**src/hw/adc_ctl_pkg.sv**
```systemverilog
// Shared constants for the converter control block.
package adc_ctl_pkg;
  // Register byte offsets on the Avalon-MM slave.
  localparam logic [3:0] OFS_SELECTION = 4'h0;
  localparam logic [3:0] OFS_CONTROL = 4'h4;
  localparam logic [3:0] OFS_RESULT = 4'h8;
  localparam logic [3:0] OFS_SLEEP = 4'hC;
  // Selection register fields.
  localparam int SEL_REF_HI = 7;
  localparam int SEL_REF_LO = 6;
  localparam int SEL_LEFT_ADJ = 5;
  localparam int SEL_CH_HI = 3;
  localparam int SEL_CH_LO = 0;
  // Control register fields.
  localparam int CTL_ENABLE = 7;
  localparam int CTL_START = 6;
  localparam int CTL_AUTO = 5;
  localparam int CTL_DONE = 4;
  localparam int CTL_IRQ_EN = 3;
  localparam int CTL_PS_HI = 2;
  localparam int CTL_PS_LO = 0;
  // Sleep register fields.
  localparam int SLP_MODE_HI = 2;
  localparam int SLP_MODE_LO = 0;
  localparam int SLP_AWAKE = 3;
  localparam logic [2:0] SLEEP_IDLE = 3'h0;
  localparam logic [2:0] SLEEP_NOISE_RED = 3'h1;
  localparam logic [7:0] SEL_WRITE_MASK = 8'hEF;
  localparam logic [7:0] BYTE_ZERO = 8'h00;
  localparam logic [9:0] CODE_FULL_SCALE = 10'h3FF;
  localparam logic [9:0] CODE_ZERO = 10'h000;
  // Conversion lengths in converter clocks.
  localparam logic [4:0] CONV_NORMAL_CYC = 5'h0D;
  localparam logic [4:0] CONV_FIRST_CYC = 5'h19;
  localparam logic [4:0] ONE_CYC = 5'h01;
  localparam logic [6:0] PS_MAX = 7'h7F;
  typedef enum logic [2:0] {
    ST_IDLE = 3'b001,
    ST_ARMED = 3'b010,
    ST_CONV = 3'b100
  } conv_state_t;
endpackage

```
**src/hw/adc_prescaler.sv**
```systemverilog
// Converter clock prescaler producing a one-cycle tick.
`timescale 1ns/100ps
`default_nettype none
module adc_prescaler import adc_ctl_pkg::*; (
  // Clock and reset
  input wire logic ref_clk_i,
  input wire logic rst_i,
  // Control
  input wire logic enable_i,
  input wire logic [2:0] select_i,
  // Tick
  output logic tick_o
);
  logic [6:0] count_ff;
  logic [6:0] limit;

  // Division factors 2,2,4,...,128 as terminal counts.
  always_comb begin
    if (select_i == 3'h0) begin
      limit = 7'h01;
    end else begin
      limit = 7'((8'h01 << select_i) - 8'h01);
    end
  end

  // Held in reset while the converter is off.
  always_ff @(posedge ref_clk_i) begin
    if (rst_i || !enable_i || count_ff >= limit) begin
      count_ff <= 7'h00;
    end else begin
      count_ff <= count_ff + 7'h01;
    end
  end

  assign tick_o = enable_i && (count_ff >= limit);
endmodule
`default_nettype wire

```
**src/hw/adc_sar_core.sv**
```systemverilog
// Behavioural successive-approximation result generator.
`timescale 1ns/100ps
`default_nettype none
module adc_sar_core import adc_ctl_pkg::*; (
  // Analog stand-in: input and reference as codes
  input wire logic [10:0] vin_i,
  input wire logic [10:0] vref_i,
  // Result
  output logic [9:0] code_o
);
  logic [21:0] scaled;

  // Scale, round to nearest, and clamp to full scale when the input reaches or exceeds a nonzero reference; a zero reference gives zero.
  always_comb begin
    scaled = {vin_i, 10'h000} + {12'h000, vref_i[10:1]};
    if (vref_i == 11'h000) begin
      code_o = CODE_ZERO;
    end else if (vin_i >= vref_i) begin
      code_o = CODE_FULL_SCALE;
    end else begin
      code_o = 10'(scaled / {11'h000, vref_i});
    end
  end
endmodule
`default_nettype wire

```
**src/hw/adc_select_buffer_sleep_conv.sv**
```systemverilog
// Converter control: buffered selection, start logic and noise-canceler sleep.
//
// The register offsets and the Avalon-MM interface to the registers were decided locally.
`timescale 1ns/100ps
`default_nettype none
module adc_select_buffer_sleep_conv import adc_ctl_pkg::*; (
  // Clock and reset
  input wire logic ref_clk_i,
  input wire logic rst_i,
  // Avalon-MM slave
  input wire logic [3:0] avs_address_i,
  input wire logic avs_read_i,
  input wire logic avs_write_i,
  input wire logic [31:0] avs_writedata_i,
  output logic [31:0] avs_readdata_o,
  output logic avs_waitrequest_o,
  // Sleep controller
  input wire logic sleep_enter_i,
  input wire logic [2:0] sleep_mode_i,
  input wire logic cpu_halted_i,
  input wire logic other_wake_i,
  output logic cpu_wake_o,
  // Interrupt request and auto trigger
  input wire logic global_irq_en_i,
  input wire logic irq_ack_i,
  input wire logic trigger_i,
  output logic irq_o,
  // Analog stand-in and applied selection
  input wire logic [10:0] vin_i,
  input wire logic [10:0] vref_i,
  output logic [3:0] applied_channel_o,
  output logic [1:0] applied_reference_o,
  output logic converter_on_o
);
  ////////////////////////////////////////////////////////////////////////////////
  logic [7:0] selection_register_ff;
  logic [3:0] applied_channel_ff;
  logic [1:0] applied_reference_ff;
  logic converter_enable_ff;
  logic auto_trigger_enable_ff;
  logic conversion_done_flag_ff;
  logic irq_enable_ff;
  logic [2:0] prescale_sel_ff;
  logic start_req_ff;
  logic first_conv_ff;
  logic [4:0] cycle_ff;
  logic [4:0] conv_len_ff;
  logic [9:0] result_ff;
  logic asleep_ff;
  logic sleep_launch_ff;
  logic cpu_wake_ff;
  logic irq_ff;
  logic trig_prev_ff;
  logic [31:0] readdata_ff;
  logic waitrequest_ff;
  conv_state_t state_ff;
  conv_state_t nxt_state;
  logic tick;
  logic [9:0] code;
  logic wr_sel;
  logic wr_ctl;
  logic wr_slp;
  logic finish;
  logic last_cycle;
  logic trig_edge;
  logic noise_ok;
  logic sleep_start;
  logic access;

  function automatic logic is_noise_mode(input logic [2:0] mode);
    is_noise_mode = (mode == SLEEP_IDLE) || (mode == SLEEP_NOISE_RED);
  endfunction

  adc_prescaler adc_prescaler_i (
    .ref_clk_i(ref_clk_i),
    .rst_i(rst_i),
    .enable_i(converter_enable_ff),
    .select_i(prescale_sel_ff),
    .tick_o(tick)
  );

  adc_sar_core adc_sar_core_i (
    .vin_i(vin_i),
    .vref_i(vref_i),
    .code_o(code)
  );

  ////////////////////////////////////////////////////////////////////////////////
  // One wait cycle per access keeps read data a registered value.
  assign access = (avs_read_i || avs_write_i) && waitrequest_ff;
  assign wr_sel = avs_write_i && waitrequest_ff && (avs_address_i == OFS_SELECTION);
  assign wr_ctl = avs_write_i && waitrequest_ff && (avs_address_i == OFS_CONTROL);
  assign wr_slp = avs_write_i && waitrequest_ff && (avs_address_i == OFS_SLEEP);
  assign last_cycle = (state_ff == ST_CONV) && (cycle_ff == conv_len_ff - ONE_CYC);
  assign finish = last_cycle && tick;
  assign trig_edge = trigger_i && !trig_prev_ff;
  assign noise_ok = converter_enable_ff && !auto_trigger_enable_ff && irq_enable_ff
                    && (state_ff == ST_IDLE) && !start_req_ff;
  assign sleep_start = sleep_launch_ff && cpu_halted_i && noise_ok;

  always_ff @(posedge ref_clk_i) begin
    if (rst_i) begin
      waitrequest_ff <= 1'b1;
    end else begin
      waitrequest_ff <= !access;
    end
  end

  always_ff @(posedge ref_clk_i) begin
    if (rst_i) begin
      readdata_ff <= 32'h0000_0000;
    end else if (avs_read_i && waitrequest_ff) begin
      if (avs_address_i == OFS_SELECTION) begin
        readdata_ff <= {24'h00_0000, selection_register_ff};
      end else if (avs_address_i == OFS_CONTROL) begin
        readdata_ff <= {24'h00_0000, converter_enable_ff, start_req_ff,
                        auto_trigger_enable_ff, conversion_done_flag_ff,
                        irq_enable_ff, prescale_sel_ff};
      end else if (avs_address_i == OFS_RESULT) begin
        if (selection_register_ff[SEL_LEFT_ADJ]) begin
          readdata_ff <= {16'h0000, result_ff, 6'h00};
        end else begin
          readdata_ff <= {22'h00_0000, result_ff};
        end
      end else if (avs_address_i == OFS_SLEEP) begin
        readdata_ff <= {28'h000_0000, asleep_ff, sleep_mode_i};
      end else begin
        readdata_ff <= 32'h0000_0000;
      end
    end
  end

  ////////////////////////////////////////////////////////////////////////////////
  // The buffer is written at any time; reserved bit 4 reads zero.
  always_ff @(posedge ref_clk_i) begin
    if (rst_i) begin
      selection_register_ff <= BYTE_ZERO;
    end else if (wr_sel) begin
      selection_register_ff <= avs_writedata_i[7:0] & SEL_WRITE_MASK;
    end
  end

  // Applied selection follows the buffer on ticks while the converter is on, outside a conversion and in its last clock.
  // The relaunched free-running conversion therefore uses what was latched before.
  always_ff @(posedge ref_clk_i) begin
    if (rst_i) begin
      applied_channel_ff <= 4'h0;
      applied_reference_ff <= 2'h0;
    end else if (tick && converter_enable_ff
                 && (state_ff != ST_CONV || last_cycle)) begin
      applied_channel_ff <= selection_register_ff[SEL_CH_HI:SEL_CH_LO];
      applied_reference_ff <= selection_register_ff[SEL_REF_HI:SEL_REF_LO];
    end
  end

  always_ff @(posedge ref_clk_i) begin
    if (rst_i) begin
      converter_enable_ff <= 1'b0;
      auto_trigger_enable_ff <= 1'b0;
      irq_enable_ff <= 1'b0;
      prescale_sel_ff <= 3'h0;
    end else if (wr_ctl) begin
      converter_enable_ff <= avs_writedata_i[CTL_ENABLE];
      auto_trigger_enable_ff <= avs_writedata_i[CTL_AUTO];
      irq_enable_ff <= avs_writedata_i[CTL_IRQ_EN];
      prescale_sel_ff <= avs_writedata_i[CTL_PS_HI:CTL_PS_LO];
    end
  end

  ////////////////////////////////////////////////////////////////////////////////
  // Start bit stays high through the conversion; free running keeps it high.
  always_ff @(posedge ref_clk_i) begin
    if (rst_i || !converter_enable_ff) begin
      start_req_ff <= 1'b0;
    end else if (wr_ctl && avs_writedata_i[CTL_START]) begin
      start_req_ff <= 1'b1;
    end else if (sleep_start || (auto_trigger_enable_ff && trig_edge && state_ff == ST_IDLE)) begin
      start_req_ff <= 1'b1;
    end else if (finish && !auto_trigger_enable_ff) begin
      start_req_ff <= 1'b0;
    end
  end

  always_comb begin
    nxt_state = state_ff;
    case (state_ff)
      ST_IDLE: begin
        if (start_req_ff || sleep_start) begin
          nxt_state = ST_ARMED;
        end
      end
      ST_ARMED: begin
        if (tick) begin
          nxt_state = ST_CONV;
        end
      end
      ST_CONV: begin
        if (finish) begin
          nxt_state = auto_trigger_enable_ff ? ST_CONV : ST_IDLE;
        end
      end
      default: begin
        nxt_state = ST_IDLE;
      end
    endcase
  end

  always_ff @(posedge ref_clk_i) begin
    if (rst_i || !converter_enable_ff) begin
      state_ff <= ST_IDLE;
    end else begin
      state_ff <= nxt_state;
    end
  end

  // First conversion after enable is the long one.
  always_ff @(posedge ref_clk_i) begin
    if (rst_i || !converter_enable_ff) begin
      first_conv_ff <= 1'b1;
      cycle_ff <= 5'h00;
      conv_len_ff <= CONV_FIRST_CYC;
    end else if (state_ff == ST_ARMED && tick) begin
      cycle_ff <= 5'h00;
      conv_len_ff <= first_conv_ff ? CONV_FIRST_CYC : CONV_NORMAL_CYC;
      first_conv_ff <= 1'b0;
    end else if (finish) begin
      cycle_ff <= 5'h00;
      conv_len_ff <= CONV_NORMAL_CYC;
    end else if (state_ff == ST_CONV && tick) begin
      cycle_ff <= cycle_ff + ONE_CYC;
    end
  end

  // Result and done flag update in the same step; a new completion beats a clear.
  always_ff @(posedge ref_clk_i) begin
    if (rst_i) begin
      result_ff <= CODE_ZERO;
    end else if (finish) begin
      result_ff <= code;
    end
  end

  always_ff @(posedge ref_clk_i) begin
    if (rst_i) begin
      conversion_done_flag_ff <= 1'b0;
    end else if (finish) begin
      conversion_done_flag_ff <= 1'b1;
    end else if ((wr_ctl && avs_writedata_i[CTL_DONE]) || irq_ack_i) begin
      conversion_done_flag_ff <= 1'b0;
    end
  end

  always_ff @(posedge ref_clk_i) begin
    if (rst_i) begin
      trig_prev_ff <= 1'b0;
    end else begin
      trig_prev_ff <= trigger_i;
    end
  end

  ////////////////////////////////////////////////////////////////////////////////
  // Sleep entry arms a launch only in Idle or Noise Reduction; other modes only set the asleep flag.
  always_ff @(posedge ref_clk_i) begin
    if (rst_i) begin
      asleep_ff <= 1'b0;
      sleep_launch_ff <= 1'b0;
    end else if (sleep_enter_i) begin
      asleep_ff <= 1'b1;
      sleep_launch_ff <= is_noise_mode(sleep_mode_i);
    end else if (cpu_wake_ff || other_wake_i) begin
      asleep_ff <= 1'b0;
      sleep_launch_ff <= 1'b0;
    end else if (sleep_start) begin
      sleep_launch_ff <= 1'b0;
    end
  end

  // Completion request is raised whether or not the CPU is already awake.
  always_ff @(posedge ref_clk_i) begin
    if (rst_i) begin
      irq_ff <= 1'b0;
      cpu_wake_ff <= 1'b0;
    end else begin
      irq_ff <= conversion_done_flag_ff && irq_enable_ff && global_irq_en_i;
      cpu_wake_ff <= asleep_ff && conversion_done_flag_ff && irq_enable_ff;
    end
  end

  assign avs_readdata_o = readdata_ff;
  assign avs_waitrequest_o = waitrequest_ff;
  assign cpu_wake_o = cpu_wake_ff;
  assign irq_o = irq_ff;
  assign applied_channel_o = applied_channel_ff;
  assign applied_reference_o = applied_reference_ff;
  assign converter_on_o = converter_enable_ff;
endmodule
`default_nettype wire
```
**config.mk**
```make
export PLATFORM = sky130hd
export DESIGN_NAME = adc_select_buffer_sleep_conv
export DESIGN_NICKNAME = d
export VERILOG_FILES = /design/src/hw/adc_ctl_pkg.sv /design/src/hw/adc_prescaler.sv /design/src/hw/adc_sar_core.sv /design/src/hw/adc_select_buffer_sleep_conv.sv
export SDC_FILE = /design/constraint.sdc
export NUM_CORES = 1
export LEC_CHECK = 0
export BUFFER_PORTS_ARGS = -buffer_cell sky130_fd_sc_hd__buf_2
export CAP_MARGIN = 10
export CORE_UTILIZATION = 40
export CTS_CLUSTER_SIZE = 20
export DETAILED_ROUTE_END_ITERATION = 10
export GPL_TIMING_DRIVEN = 0
export SYNTH_ARGS = -nofsm -noshare
export SYNTH_HDL_FRONTEND = slang
export SYNTH_SLANG_ARGS = --single-unit
export TNS_END_PERCENT = 30
```
**constraint.sdc**
```tcl
create_clock -name ref_clk_i -period 85.1 [get_ports ref_clk_i]
set_input_delay 17.02 -clock ref_clk_i [delete_from_list [all_inputs] [get_ports ref_clk_i]]
set_output_delay 17.02 -clock ref_clk_i [all_outputs]
set_load 0.01 [all_outputs]
```
After elaboration in Yosys (flattened, before gate mapping)
Cells that the tools add are included.
{ "totals": {"reg_bits": 90, "latch_bits": 0, "ram_bits": 0, "mem_bits_ro": 0, "in_bits": 71, "out_inout_bits": 42, "n_memories": 0} }
{ "op_classes": {"addsub": 5, "mul": 0, "div_mod_pow": 1, "order_cmp": 2, "eq_ne": 12, "n_shift": 1, "muxes": 26, "bitwise_logic": 0, "reduce_logical": 53} }
{ "ops": {"columns": ["operator", "n"], "rows": [
  ["$mux W32", 3],
  ["$logic_and A1 B1 Y1", 28],
  ["$add A21 B10 Y22", 1],
  ["$div A22 B11 Y22", 1],
  ["$mux W10", 2],
  ["$mux W16", 1],
  ["$mux W5", 3],
  ["$mux W3", 4],
  ["$ge A11 B11 Y1", 1],
  ["$logic_not A11 Y1", 1],
  ["$mux W1", 10],
  ["$logic_or A1 B1 Y1", 9],
  ["$pmux W3 S3", 1],
  ["$eq A4 B4 Y1 const B", 2],
  ["$add A7 B1 Y7 const B", 1],
  ["$ge A7 B7 Y1", 1],
  ["$mux W7", 1],
  ["$shl A1 B3 Y7 const A", 1],
  ["$sub A7 B1 Y7 const B", 1],
  ["$eq A3 B1 Y1 const B", 2],
  ["$logic_not A3 Y1", 2],
  ["$reduce_bool A2 Y1", 3],
  ["$reduce_bool A3 Y1", 2],
  ["$add A5 B1 Y5 const B", 1],
  ["other kinds (13)", 18]
]} }

Longest topological paths before layout
Gate-level depths: netlist of the first run.
{ "depth": {"depth_word": 10, "mapped_depth": 244, "depth_no_buf": 231} }

Cells and area by module
From an unflattened synthesis of the first run, not the netlist that was laid out.
{ "unflattened": {"cells_unflattened": 1988, "hier_area_um2": 14567.7} }
{ "modules_own_cells": {"columns": ["module", "instances", "cells_per_inst", "area_per_inst_um2", "seq_area_each_um2"], "rows": [
  ["adc_sar_core", 1, 1616, 11232.0, 0.0],
  ["adc_select_buffer_sleep_conv", 1, 322, 2897.8, 1281.2],
  ["adc_prescaler", 1, 50, 437.9, 140.1]
]} }

Least setup slack after synthesis of the first run
OpenSTA, ideal clock, no wires.
{ "synth_path": {"path_kind": "input-to-reg", "from": "in vref_i[6]", "to": "reg result_ff[0]", "setup_ns": 0.133, "t_arrival_ns": 64.969, "required_ns": 84.967, "setup_slack_ns": 19.998, "cell_stages": 234, "path_buffers": 17, "path_cell_list": "buf_2 or4_1 nor2_1 and3_1 clkbuf_1 and2_1 ha_1 o21a_1 o2111a_1 mux2i_1 inv_1 ha_1 o211a_1 o311a_1 nand3_1 o21ai_0 ha_1 o211a_1 [198 not listed] a21o_1 a21oi_1 nor2b_1 o21ai_0 nand2b_1 a21oi_1 nor2b_1 o21ai_0 nand2b_1 a21oi_1 nor2b_1 o21ai_0 nand3_1 or3_1 o32ai_1 o2111ai_1 nor4_1 a311oi_1"} }
{ "synth_between": {"elab_chain_len": 4, "elab_cells_between_ends": 6} }
{ "synth_lines": {"columns": ["element", "line", "rtl"], "rows": [
  ["start: declaration", "adc_select_buffer_sleep_conv.sv:30", "input wire logic [10:0] vref_i,"],
  ["$add A21 B10 Y22", "adc_sar_core.sv:15", "scaled = {vin_i, 10'h000} + {12'h000, vref_i[10:1]};"],
  ["$div A22 B11 Y22", "adc_sar_core.sv:21", "code_o = 10'(scaled / {11'h000, vref_i});"],
  ["$mux W10", "adc_sar_core.sv:18", "end else if (vin_i >= vref_i) begin"],
  ["$mux W10 (*)", "adc_sar_core.sv:16", "if (vref_i == 11'h000) begin"],
  ["end signal: assignment", "adc_select_buffer_sleep_conv.sv:239", "result_ff <= code;"],
  ["end: declaration", "adc_select_buffer_sleep_conv.sv:48", "logic [9:0] result_ff;"]
]} }
Mark *: on every way between the ends. The rest lies on a longest branch, timed or not.
A chain may end at the register's enable or synchronous reset.

Worst setup path after layout of the first run
{ "layout_path": {"from": "in vref_i[9]", "to": "reg result_ff[0]"} }
The elaborated chain is that of the path after synthesis.

==> results by group, run 1 <==
Run status
  – Status: finished, final reports clean

Setup path
  – R2R Path End: result_ff[0]
  – CP startpoint kind: primary input
  – Setup crit end kind: register
  – R2r setup slk: about 81000 ps
  – Top cell by count, worst path: o21a_1
  – Setup CP Type: primary input to register
  – Max incr delay on CP: 610 ps
  – Crit path required time: between 80000 and 90000 ps
  – Critical path buffers and inverters: 21
  – FF-to-FF Start: prescale_sel_ff[2]
  – Worst path top cell family by delay: compound AO/OA/AOI/OAI gates
  – Maximum fanout along the worst path: 10
  – Worst Setup SP: vref_i[9]
  – Slowest library cell on the worst path: or4_4
  – CP arrival: ~75000 ps
  – Worst R2R Path Depth: 20

STA
  – Period utilisation layout: 87.6%
  – Fin. max-slew vios: 0
  – TNS Setup: 0 ps
  – Fmax: 13.4 MHz
  – Min cycle time layout: about 75000 ps
  – Max transition margin: 17.9%
  – Skew final: 6.38 ps
  – Slew of the pin with the lowest slew margin: 1230 ps
  – RSZ-0062 raised after global routing: no
  – Final setup fails: 0
  – Final hold violations: 0

Synth
  – EDFF count, synth: 0
  – Post-synthesis cell area: 13600 µm²
  – Yosys reg bits: 71
  – Synth Area per Inst: 7.59 µm²
  – Prevailing post-synth register cell: dfxtp_1
  – Distinct cells, synth: roughly 110
  – Async SR Flop Fraction: 0%
  – Ys Warns: 0
  – Seq/Total Area, Yosys: 10.4%
  – Syn Inst Count: between 1500 and 2000

Placed design
  – I/O Buffers: 70
  – Global placer's final weighted congestion: 0.919
  – DP Wirelength: 30.8 mm

Floorplanning
  – Core box area: 33500 µm²
  – Die area: roughly 35000 µm²
  – Num rows: 67
  – Die Wd: roughly 190 µm
  – Top-level I/O count: 113
  – Initial core utilization: 40.6%
  – Die height: 187 µm

Drt
  – Routed wl met2: 17.6 mm
  – Residual DRC: 0
  – DR WL met3: 1.50 mm
  – Final WL: 38.7 mm
  – Via count: 13699
  – Post-DR vias/cell: approximately 6
  – Post-route ant nets: 0
  – Max Used Layer: met4
  – Wire per inst: about 16 µm
  – Drt pass-1 iters: 8
  – Iteration-0 DRC count of the detailed router: 809
  – Met1 wire length: 19.1 mm

GRT
  – Number of global-route vias before repair: 12811
  – Antenna violations before repair: 0
  – First-pass GRT wire length: 63.8 mm
  – Grt ovf: 0
  – Gr usage total: 21.7%
  – Largest net degree at the start of global routing: 28

Finish
  – Area delta synth->final: 9.34%
  – Most frequent cells in the layout: 208 x ha_1, 164 x nor2_1, 154 x nand2_1
  – Antenna cells: 0
  – Commonest non-fill, non-tap cell in the layout: ha_1
  – Layout cells sized above 1: 11.3%
  – NumNets Final: 2173

Clocking
  – Worst-path clk slew: around 60 ps
  – # hold bufs at CTS: 0
  – H-tree depth: 3
  – CTS sink count: just over 70
  – Clk root buf: clkbuf_16
  – TritonCTS Buffers: 9
  – Setup bufs post-CTS: 0
  – CTS tree: done
  – Clock Path Buffers: 2
  – Post-CTS Resized: 0
  – Worst-Skew Late Latency: 330 ps

Worst hold path
  – Hold_sp: conv_len_ff[4]
  – Min-Delay Path Class: register to register
  – Hold EP: conv_len_ff[4]
  – Hold Path Depth: 2

Run
  – Max-cap viol count: 0
[state kept, by name, indices dropped and copies added (netlist names), 3 cells and up]
signal / flops
applied_channel_o: 4
state_ff: 3
adc_prescaler_i.count_ff: 7
prescale_sel_ff: 3
cycle_ff: 5
avs_readdata_o: 16
selection_register_ff: 7
result_ff: 10
[cell type report]
| class | instances | area, µm² |
|---|---|---|
| timing repair buffer | 72 | 359 |
| clock buffer | 9 | 225 |
| inverter | 56 | 210 |
| fill | 3419 | 18600 |
| multi-input combinational | 1609 | 11700 |
| clock inverter | 7 | 72.6 |
| sequential | 71 | 1420 |
| buffer | 75 | 362 |
| tap | 448 | 561 |
[worst min-delay path, stage by stage, from the launching register on]
cell and delay (ps):
dfxtp_1 320, nand2_1 50, nand2_1 40
[routing by layer]
layer	vias up	track usage, %
li1	6966	-
met1	6362	30.4
met2	328	36.6
met3	43	1.43
met4	0	3.97
met5	-	0
[per-stage QoR]
| step | hold slack (ps) | instance area [µm²] | worst slack [ps] | std cells | utilization [%] |
|---|---|---|---|---|---|
| floorplan | 426 | 13700 | 20000 | 1811 | - |
| global placement | 443 | 14600 | 11310 | 2329 | 43.5 |
| detailed placement | 451 | 14600 | 10990 | 2331 | 43.6 |
| CTS | 462 | 14900 | 11150 | 2347 | 44.4 |
| global route | 470 | 14900 | 6270 | 2347 | 44.4 |
| finish | 459 | 14900 | 10510 | 2347 | 44.4 |
[how the worst max path moves through the flow]
stage | end | slack [ps] | depth (start not counted)
2_1_floorplan | result_ff[0] | 20000 | 234
3_3_place_gp | result_ff[0] | 11310 | 234
3_5_place_dp | result_ff[0] | 10990 | 235
4_1_cts | result_ff[0] | 11150 | 236
5_1_grt | result_ff[0] | 6270 | 236
6_report | result_ff[0] | 10510 | 236
[cell usage after synthesis (all sizes together), types with 8 or more instances]
cell      n  area, µm²
a21oi   121        609
a31oi    16        100
and2     20        125
or2      13       81.3
xor2     44        393
or3      18        113
nand3b    8       60.1
o21ai    85        452
o211ai   17        128
mux2     63        713
o31ai    46        373
a22oi    18        135
nand4    20        125
inv      56        210
a21o     45        338
nand2   158        603
nand3    33        175
nor2b    23        144
dfxtp    71       1420
and3     20        125
clkbuf   47        176
and4      8       72.6
nor4     12        118
nand2b   19        119
nor3     94        482
a211oi   29        253
mux2i    39        390
xnor2    53        464
nor2    167        653
o21a     74        556
buf      28        185
ha      208       2600
[cells by family (layout without fill, tap and decap cells)]
kind of cell / Yosys count / count (layout) / share of synthesized area (%)
other: 1 / 16 / 0.0275
AO/OA/AOI/OAI: 551 / 551 / 28.5
adder cells (fa/ha/maj): 210 / 210 / 19.2
XOR/XNOR: 97 / 97 / 6.29
flip-flops: 71 / 71 / 10.4
AND/OR/NAND/NOR: 633 / 633 / 23.3
buffers and inverters: 131 / 219 / 4.19
multiplexers: 102 / 102 / 8.10
Power of run 1 is left out: the tool's default activity adds up to more than one toggle a clock period on the data nets, which glitch-free logic cannot reach.
==> run 2, diff against run 1 <==
--- a/config.mk
+++ b/config.mk
@@ -11,6 +11,7 @@
 export CTS_CLUSTER_SIZE = 20
 export DETAILED_ROUTE_END_ITERATION = 10
 export GPL_TIMING_DRIVEN = 0
+export PLACE_DENSITY = 0.62
 export SYNTH_ARGS = -nofsm -noshare
 export SYNTH_HDL_FRONTEND = slang
 export SYNTH_SLANG_ARGS = --single-unit
==> run 2 against run 1 <==
Critical path depth is 2 lower. Count of clock-buffer cells in the layout grew 1. Non-clock buffer count stayed put.
==> results by group, run 2 (synthesis gave the netlist of run 1 again) <==
STA
  – Period utilisation layout: 87.3%
  – Max transition margin: 17.0%
  – Fin. max-slew vios: 0
  – Fmax: between 10 and 15 MHz
  – Skew final: 6.73 ps
  – RSZ-0062 raised after global routing: no
  – Final hold violations: 0
  – Slew of the pin with the lowest slew margin: 1240 ps
  – Final setup fails: 0
  – TNS Setup: 0 ps
  – Min cycle time layout: 74310 ps

Drt
  – Post-DR vias/cell: approximately 6
  – Iteration-0 DRC count of the detailed router: 815
  – Residual DRC: 0
  – Via count: 13724
  – Post-route ant nets: 0
  – Drt pass-1 iters: 5
  – Final WL: 38.3 mm
  – Wire per inst: ~16 µm

GRT
  – GRT met2 Usage: between 30% and 40%
  – Number of global-route vias before repair: 12995
  – Met1 Use GR: 29.9%
  – Antenna violations before repair: 1
  – GRT Max-Usage Layer: met2
  – First-pass GRT wire length: 63.7 mm
  – Gr usage total: 21.6%
  – Largest net degree at the start of global routing: 28
  – Grt ovf: 0
  – Met3 Use GR: roughly 1.3%

Placed design
  – DP Wirelength: 30.7 mm
  – I/O Buffers: 70
  – Post-place instance area: 14600 µm²
  – Global placer's final weighted congestion: 0.920

Run status
  – Status: finished, final reports clean

Setup path
  – Critical path buffers and inverters: 19
  – Max incr delay on CP: 960 ps
  – Setup crit end kind: register
  – CP arrival: 74500 ps
  – Setup CP Type: primary input to register
  – Maximum fanout along the worst path: 10
  – Top cell by count, worst path: o21a_1
  – Crit path required time: 85290 ps
  – Slowest library cell on the worst path: o31ai_1
  – CP startpoint kind: primary input
  – Worst path top cell family by delay: compound AO/OA/AOI/OAI gates

Clocking
  – TritonCTS Buffers: 9
  – Clock Path Buffers: 2
  – Post-CTS Resized: 0
  – Clk root buf: clkbuf_16
  – CTS tree: done
  – # hold bufs at CTS: 0
  – Worst-Skew Late Latency: 330 ps
  – Setup bufs post-CTS: 0
  – Worst-path clk slew: 60 ps
  – H-tree depth: 3
  – CTS sink count: 71

Floorplanning
  – Die area: around 35000 µm²
  – Num rows: 67
  – Top-level I/O count: 113
  – Initial core utilization: 40.6%
  – Die Wd: 187 µm
  – Core box area: 33500 µm²
  – Die height: ~190 µm

Finish
  – Commonest non-fill, non-tap cell in the layout: ha_1
  – Area delta synth->final: 9.59%
  – Max reg flops: 16
  – Finished layout cell area: about 15000 µm²
  – Most frequent cells in the layout: 208 x ha_1, 164 x nor2_1, 154 x nand2_1
  – Layout cells sized above 1: 11.2%
  – NumNets Final: ~2200

Run
  – Max-cap viol count: 0

Worst hold path
  – Min-Delay Path Class: register to register
-- run 2: cell count changes in the layout (fill, tap and decap cells not counted) --
cell / before / now
clkbuf_8: 0 / 1
dlymetal6s2s_1: 0 / 1
bufinv_16: 1 / 2
buf_1: 4 / 3
diode_2: 0 / 1
clkinv_2: 2 / 1
clkinvlp_4: 2 / 1
clkinv_4: 1 / 0
-- run 2: tightest hold or removal path: stages, from the launching register on --
cell and delay [ps]:
dfxtp_1 310, nand2_1 50, nand2_1 50
-- run 2: area by class of cell --
cell class | count | area (µm²)
Buffer | 75 | 362
Tap cell | 448 | 561
Fill cell | 3426 | 18600
Timing Repair Buffer | 72 | 368
Clock inverter | 5 | 81.3
Inverter | 56 | 210
Multi-Input combinational cell | 1609 | 11700
Antenna cell | 1 | 2.50
Sequential cell | 71 | 1420
Clock buffer | 10 | 239
-- run 2: worst paths after layout --
path	from	end	slack, ps	depth (start not counted)
max	vref_i[9]	result_ff[0]	10790	234
min	conv_len_ff[4]	conv_len_ff[4]	460	2
max reg2reg	prescale_sel_ff[2]	result_ff[0]	80960	20
min reg2reg	conv_len_ff[4]	conv_len_ff[4]	460	2
-- run 2: metal layers --
metal / wire length [µm] / part of all wire [%] / vias to the layer above
li1: - / - / 6949
met1: 18600 / 48 / 6384
met2: 17300 / 45 / 338
met3: 1670 / 4.4 / 53
met4: 778 / 2.0 / 0
met5: 0 / 0 / -
-- run 2: stage by stage --
step	std cells	util, %	worst slack (ps)	hold slack, ps
after detailed placement	2330	43.5	10780	452
after CTS	2345	44.5	10920	460
after global routing	2346	44.5	6720	468
after global placement	2329	43.5	11330	442
final	2347	44.5	10790	458
after floorplan	1811	-	20000	426
Power of run 2 is left out for the same reason.
==> run 3, diff against run 2 <==
--- a/config.mk
+++ b/config.mk
@@ -7,9 +7,11 @@
 export LEC_CHECK = 0
 export BUFFER_PORTS_ARGS = -buffer_cell sky130_fd_sc_hd__buf_2
 export CAP_MARGIN = 10
+export CORE_ASPECT_RATIO = 1.4
 export CORE_UTILIZATION = 40
 export CTS_CLUSTER_SIZE = 20
 export DETAILED_ROUTE_END_ITERATION = 10
+export GPL_ROUTABILITY_DRIVEN = 0
 export GPL_TIMING_DRIVEN = 0
 export PLACE_DENSITY = 0.62
 export SYNTH_ARGS = -nofsm -noshare
==> constraint.sdc (replaced) <==
create_clock -name ref_clk_i -period 85.1 [get_ports ref_clk_i]
set_input_delay 8.51 -clock ref_clk_i [delete_from_list [all_inputs] [get_ports ref_clk_i]]
set_output_delay 8.51 -clock ref_clk_i [all_outputs]
set_load 0.01 [all_outputs]
==> run 3 against run 2 <==
Count of clock-buffer cells in the layout is 3 higher. Global-route usage is 0.91 points higher. Critical path depth is 1 higher. Core utilization is 0.061 points lower. Largest cell class unchanged. Wire length is 2.5% higher. Design area is 0.50% lower.
==> results by group, run 3 (synthesis gave the netlist of run 1 again) <==
Run status
  – Status: finished, final reports clean

GRT
  – Antenna violations before repair: 0
  – Number of global-route vias before repair: 13395
  – Grt ovf: 0
  – First-pass GRT wire length: 63.6 mm
  – Gr usage total: between 20 and 25%
  – Largest net degree at the start of global routing: 28

STA
  – RSZ-0062 raised after global routing: no
  – Final setup fails: 0
  – Final hold violations: 0
  – TNS Setup: 0 ps
  – Skew final: 7.14 ps
  – Min cycle time layout: 66660 ps
  – Fin. max-slew vios: 0
  – Fmax: 15.0 MHz
  – Max transition margin: 24.1%
  – Period utilisation layout: 78.3%
  – Slew of the pin with the lowest slew margin: between 1000 and 1500 ps

Clocking
  – CTS tree: done
  – Clock Path Buffers: 2
  – TritonCTS Buffers: 9
  – CTS sink count: 71
  – H-tree depth: 3
  – Setup bufs post-CTS: 0
  – Worst-path clk slew: 50 ps
  – Clk root buf: clkbuf_16
  – # hold bufs at CTS: 0
  – Post-CTS Resized: 0
  – Worst-Skew Late Latency: 330 ps

Placed design
  – DP Cell Count: 2327
  – I/O Buffers: 70
  – DP Wirelength: 32.0 mm
  – Post-place instance area: between 10000 and 15000 µm²

Setup path
  – CP startpoint kind: primary input
  – Slowest library cell on the worst path: a2111oi_0
  – Crit path required time: 85290 ps
  – Maximum fanout along the worst path: 10
  – Setup crit end kind: register
  – Top cell by count, worst path: o21a_1
  – Setup CP Type: primary input to register
  – CP arrival: 66850 ps
  – Max incr delay on CP: 630 ps
  – Worst R2R Path Depth: 20

Floorplanning
  – Num rows: 79
  – Die height: 220 µm
  – Die area: 34800 µm²
  – Top-level I/O count: 113
  – Initial core utilization: 40.8%
  – Core box area: 33400 µm²
  – Die Wd: around 160 µm

Drt
  – Iteration-0 DRC count of the detailed router: 707
  – Post-DR vias/cell: approximately 5.9
  – Drt pass-1 iters: 6
  – Post-route ant nets: 0
  – Residual DRC: 0
  – Final WL: between 30 and 40 mm
  – Via count: 13777
  – Wire per inst: 16.8 µm

Finish
  – Layout cells sized above 1: 11.0%
  – Post-layout util: 44.5%
  – Area delta synth->final: 9.04%
  – Finished layout cell area: 14900 µm²
  – Filler cells: 3408
  – Post-route insts no fill: 2341
  – Max reg flops: 16
  – Commonest non-fill, non-tap cell in the layout: ha_1
  – Antenna cells: 0
  – Most frequent cells in the layout: 208 x ha_1, 164 x nor2_1, 154 x nand2_1
  – NumNets Final: roughly 2200

Worst hold path
  – Hold Path Depth: 2
  – Min-Delay Path Class: register to register

Run
  – Max-cap viol count: 0
-- run 3: cell types whose count changed in the layout (fill, tap and decap cells not counted), sizes merged --
cell          change
bufinv            -2
clkbuf            +3
clkinvlp          -1
diode             -1
dlymetal6s2s      -1
inv               -1
-- run 3: metal layers --
layer	part of all wire, %	up-vias	global-route usage (%)
met5	0	-	0
met4	3.8	0	9.39
met3	2.6	78	1.10
met2	53	298	45.5
met1	40	6430	23.6
li1	-	6971	-
-- run 3: final cells by class --
cell class	count	area, µm²	area share [%]
Multi-Input combinational cell	1609	11700	78.7
Sequential cell	71	1420	9.56
Tap cell	445	557	3.75
Buffer	75	362	2.43
Timing Repair Buffer	71	354	2.38
Clock buffer	13	260	1.75
Inverter	56	210	1.41
Clock inverter	1	5.00	0.0337
-- run 3: worst max-delay path: cells and delay by family --
| family | cells | cell delay [ps] |
|---|---|---|
| and+or+nand+nor | 52 | 12640 |
| buffers and inverters | 21 | 6560 |
| muxes | 11 | 3580 |
| AOI/OAI and AO/OA | 130 | 29040 |
| adders and majority gates | 21 | 6400 |
-- run 3: final timing paths --
check	startpoint	end	slack, ps
worst max-delay path	vref_i[9]	result_ff[0]	18440
worst min-delay path	conv_len_ff[4]	conv_len_ff[4]	450
worst max register to register	prescale_sel_ff[2]	result_ff[0]	80850
worst min register to register	conv_len_ff[4]	conv_len_ff[4]	450
-- run 3: metrics by stage --
stage / hold WS (ps) / setup slack [ps]
floorplan: 426 / 28510
global placement: 448 / 18870
detailed placement: 450 / 18580
CTS: 458 / 18690
global route: 489 / 14220
finish: 454 / 18440
Power of run 3 is left out for the same reason.
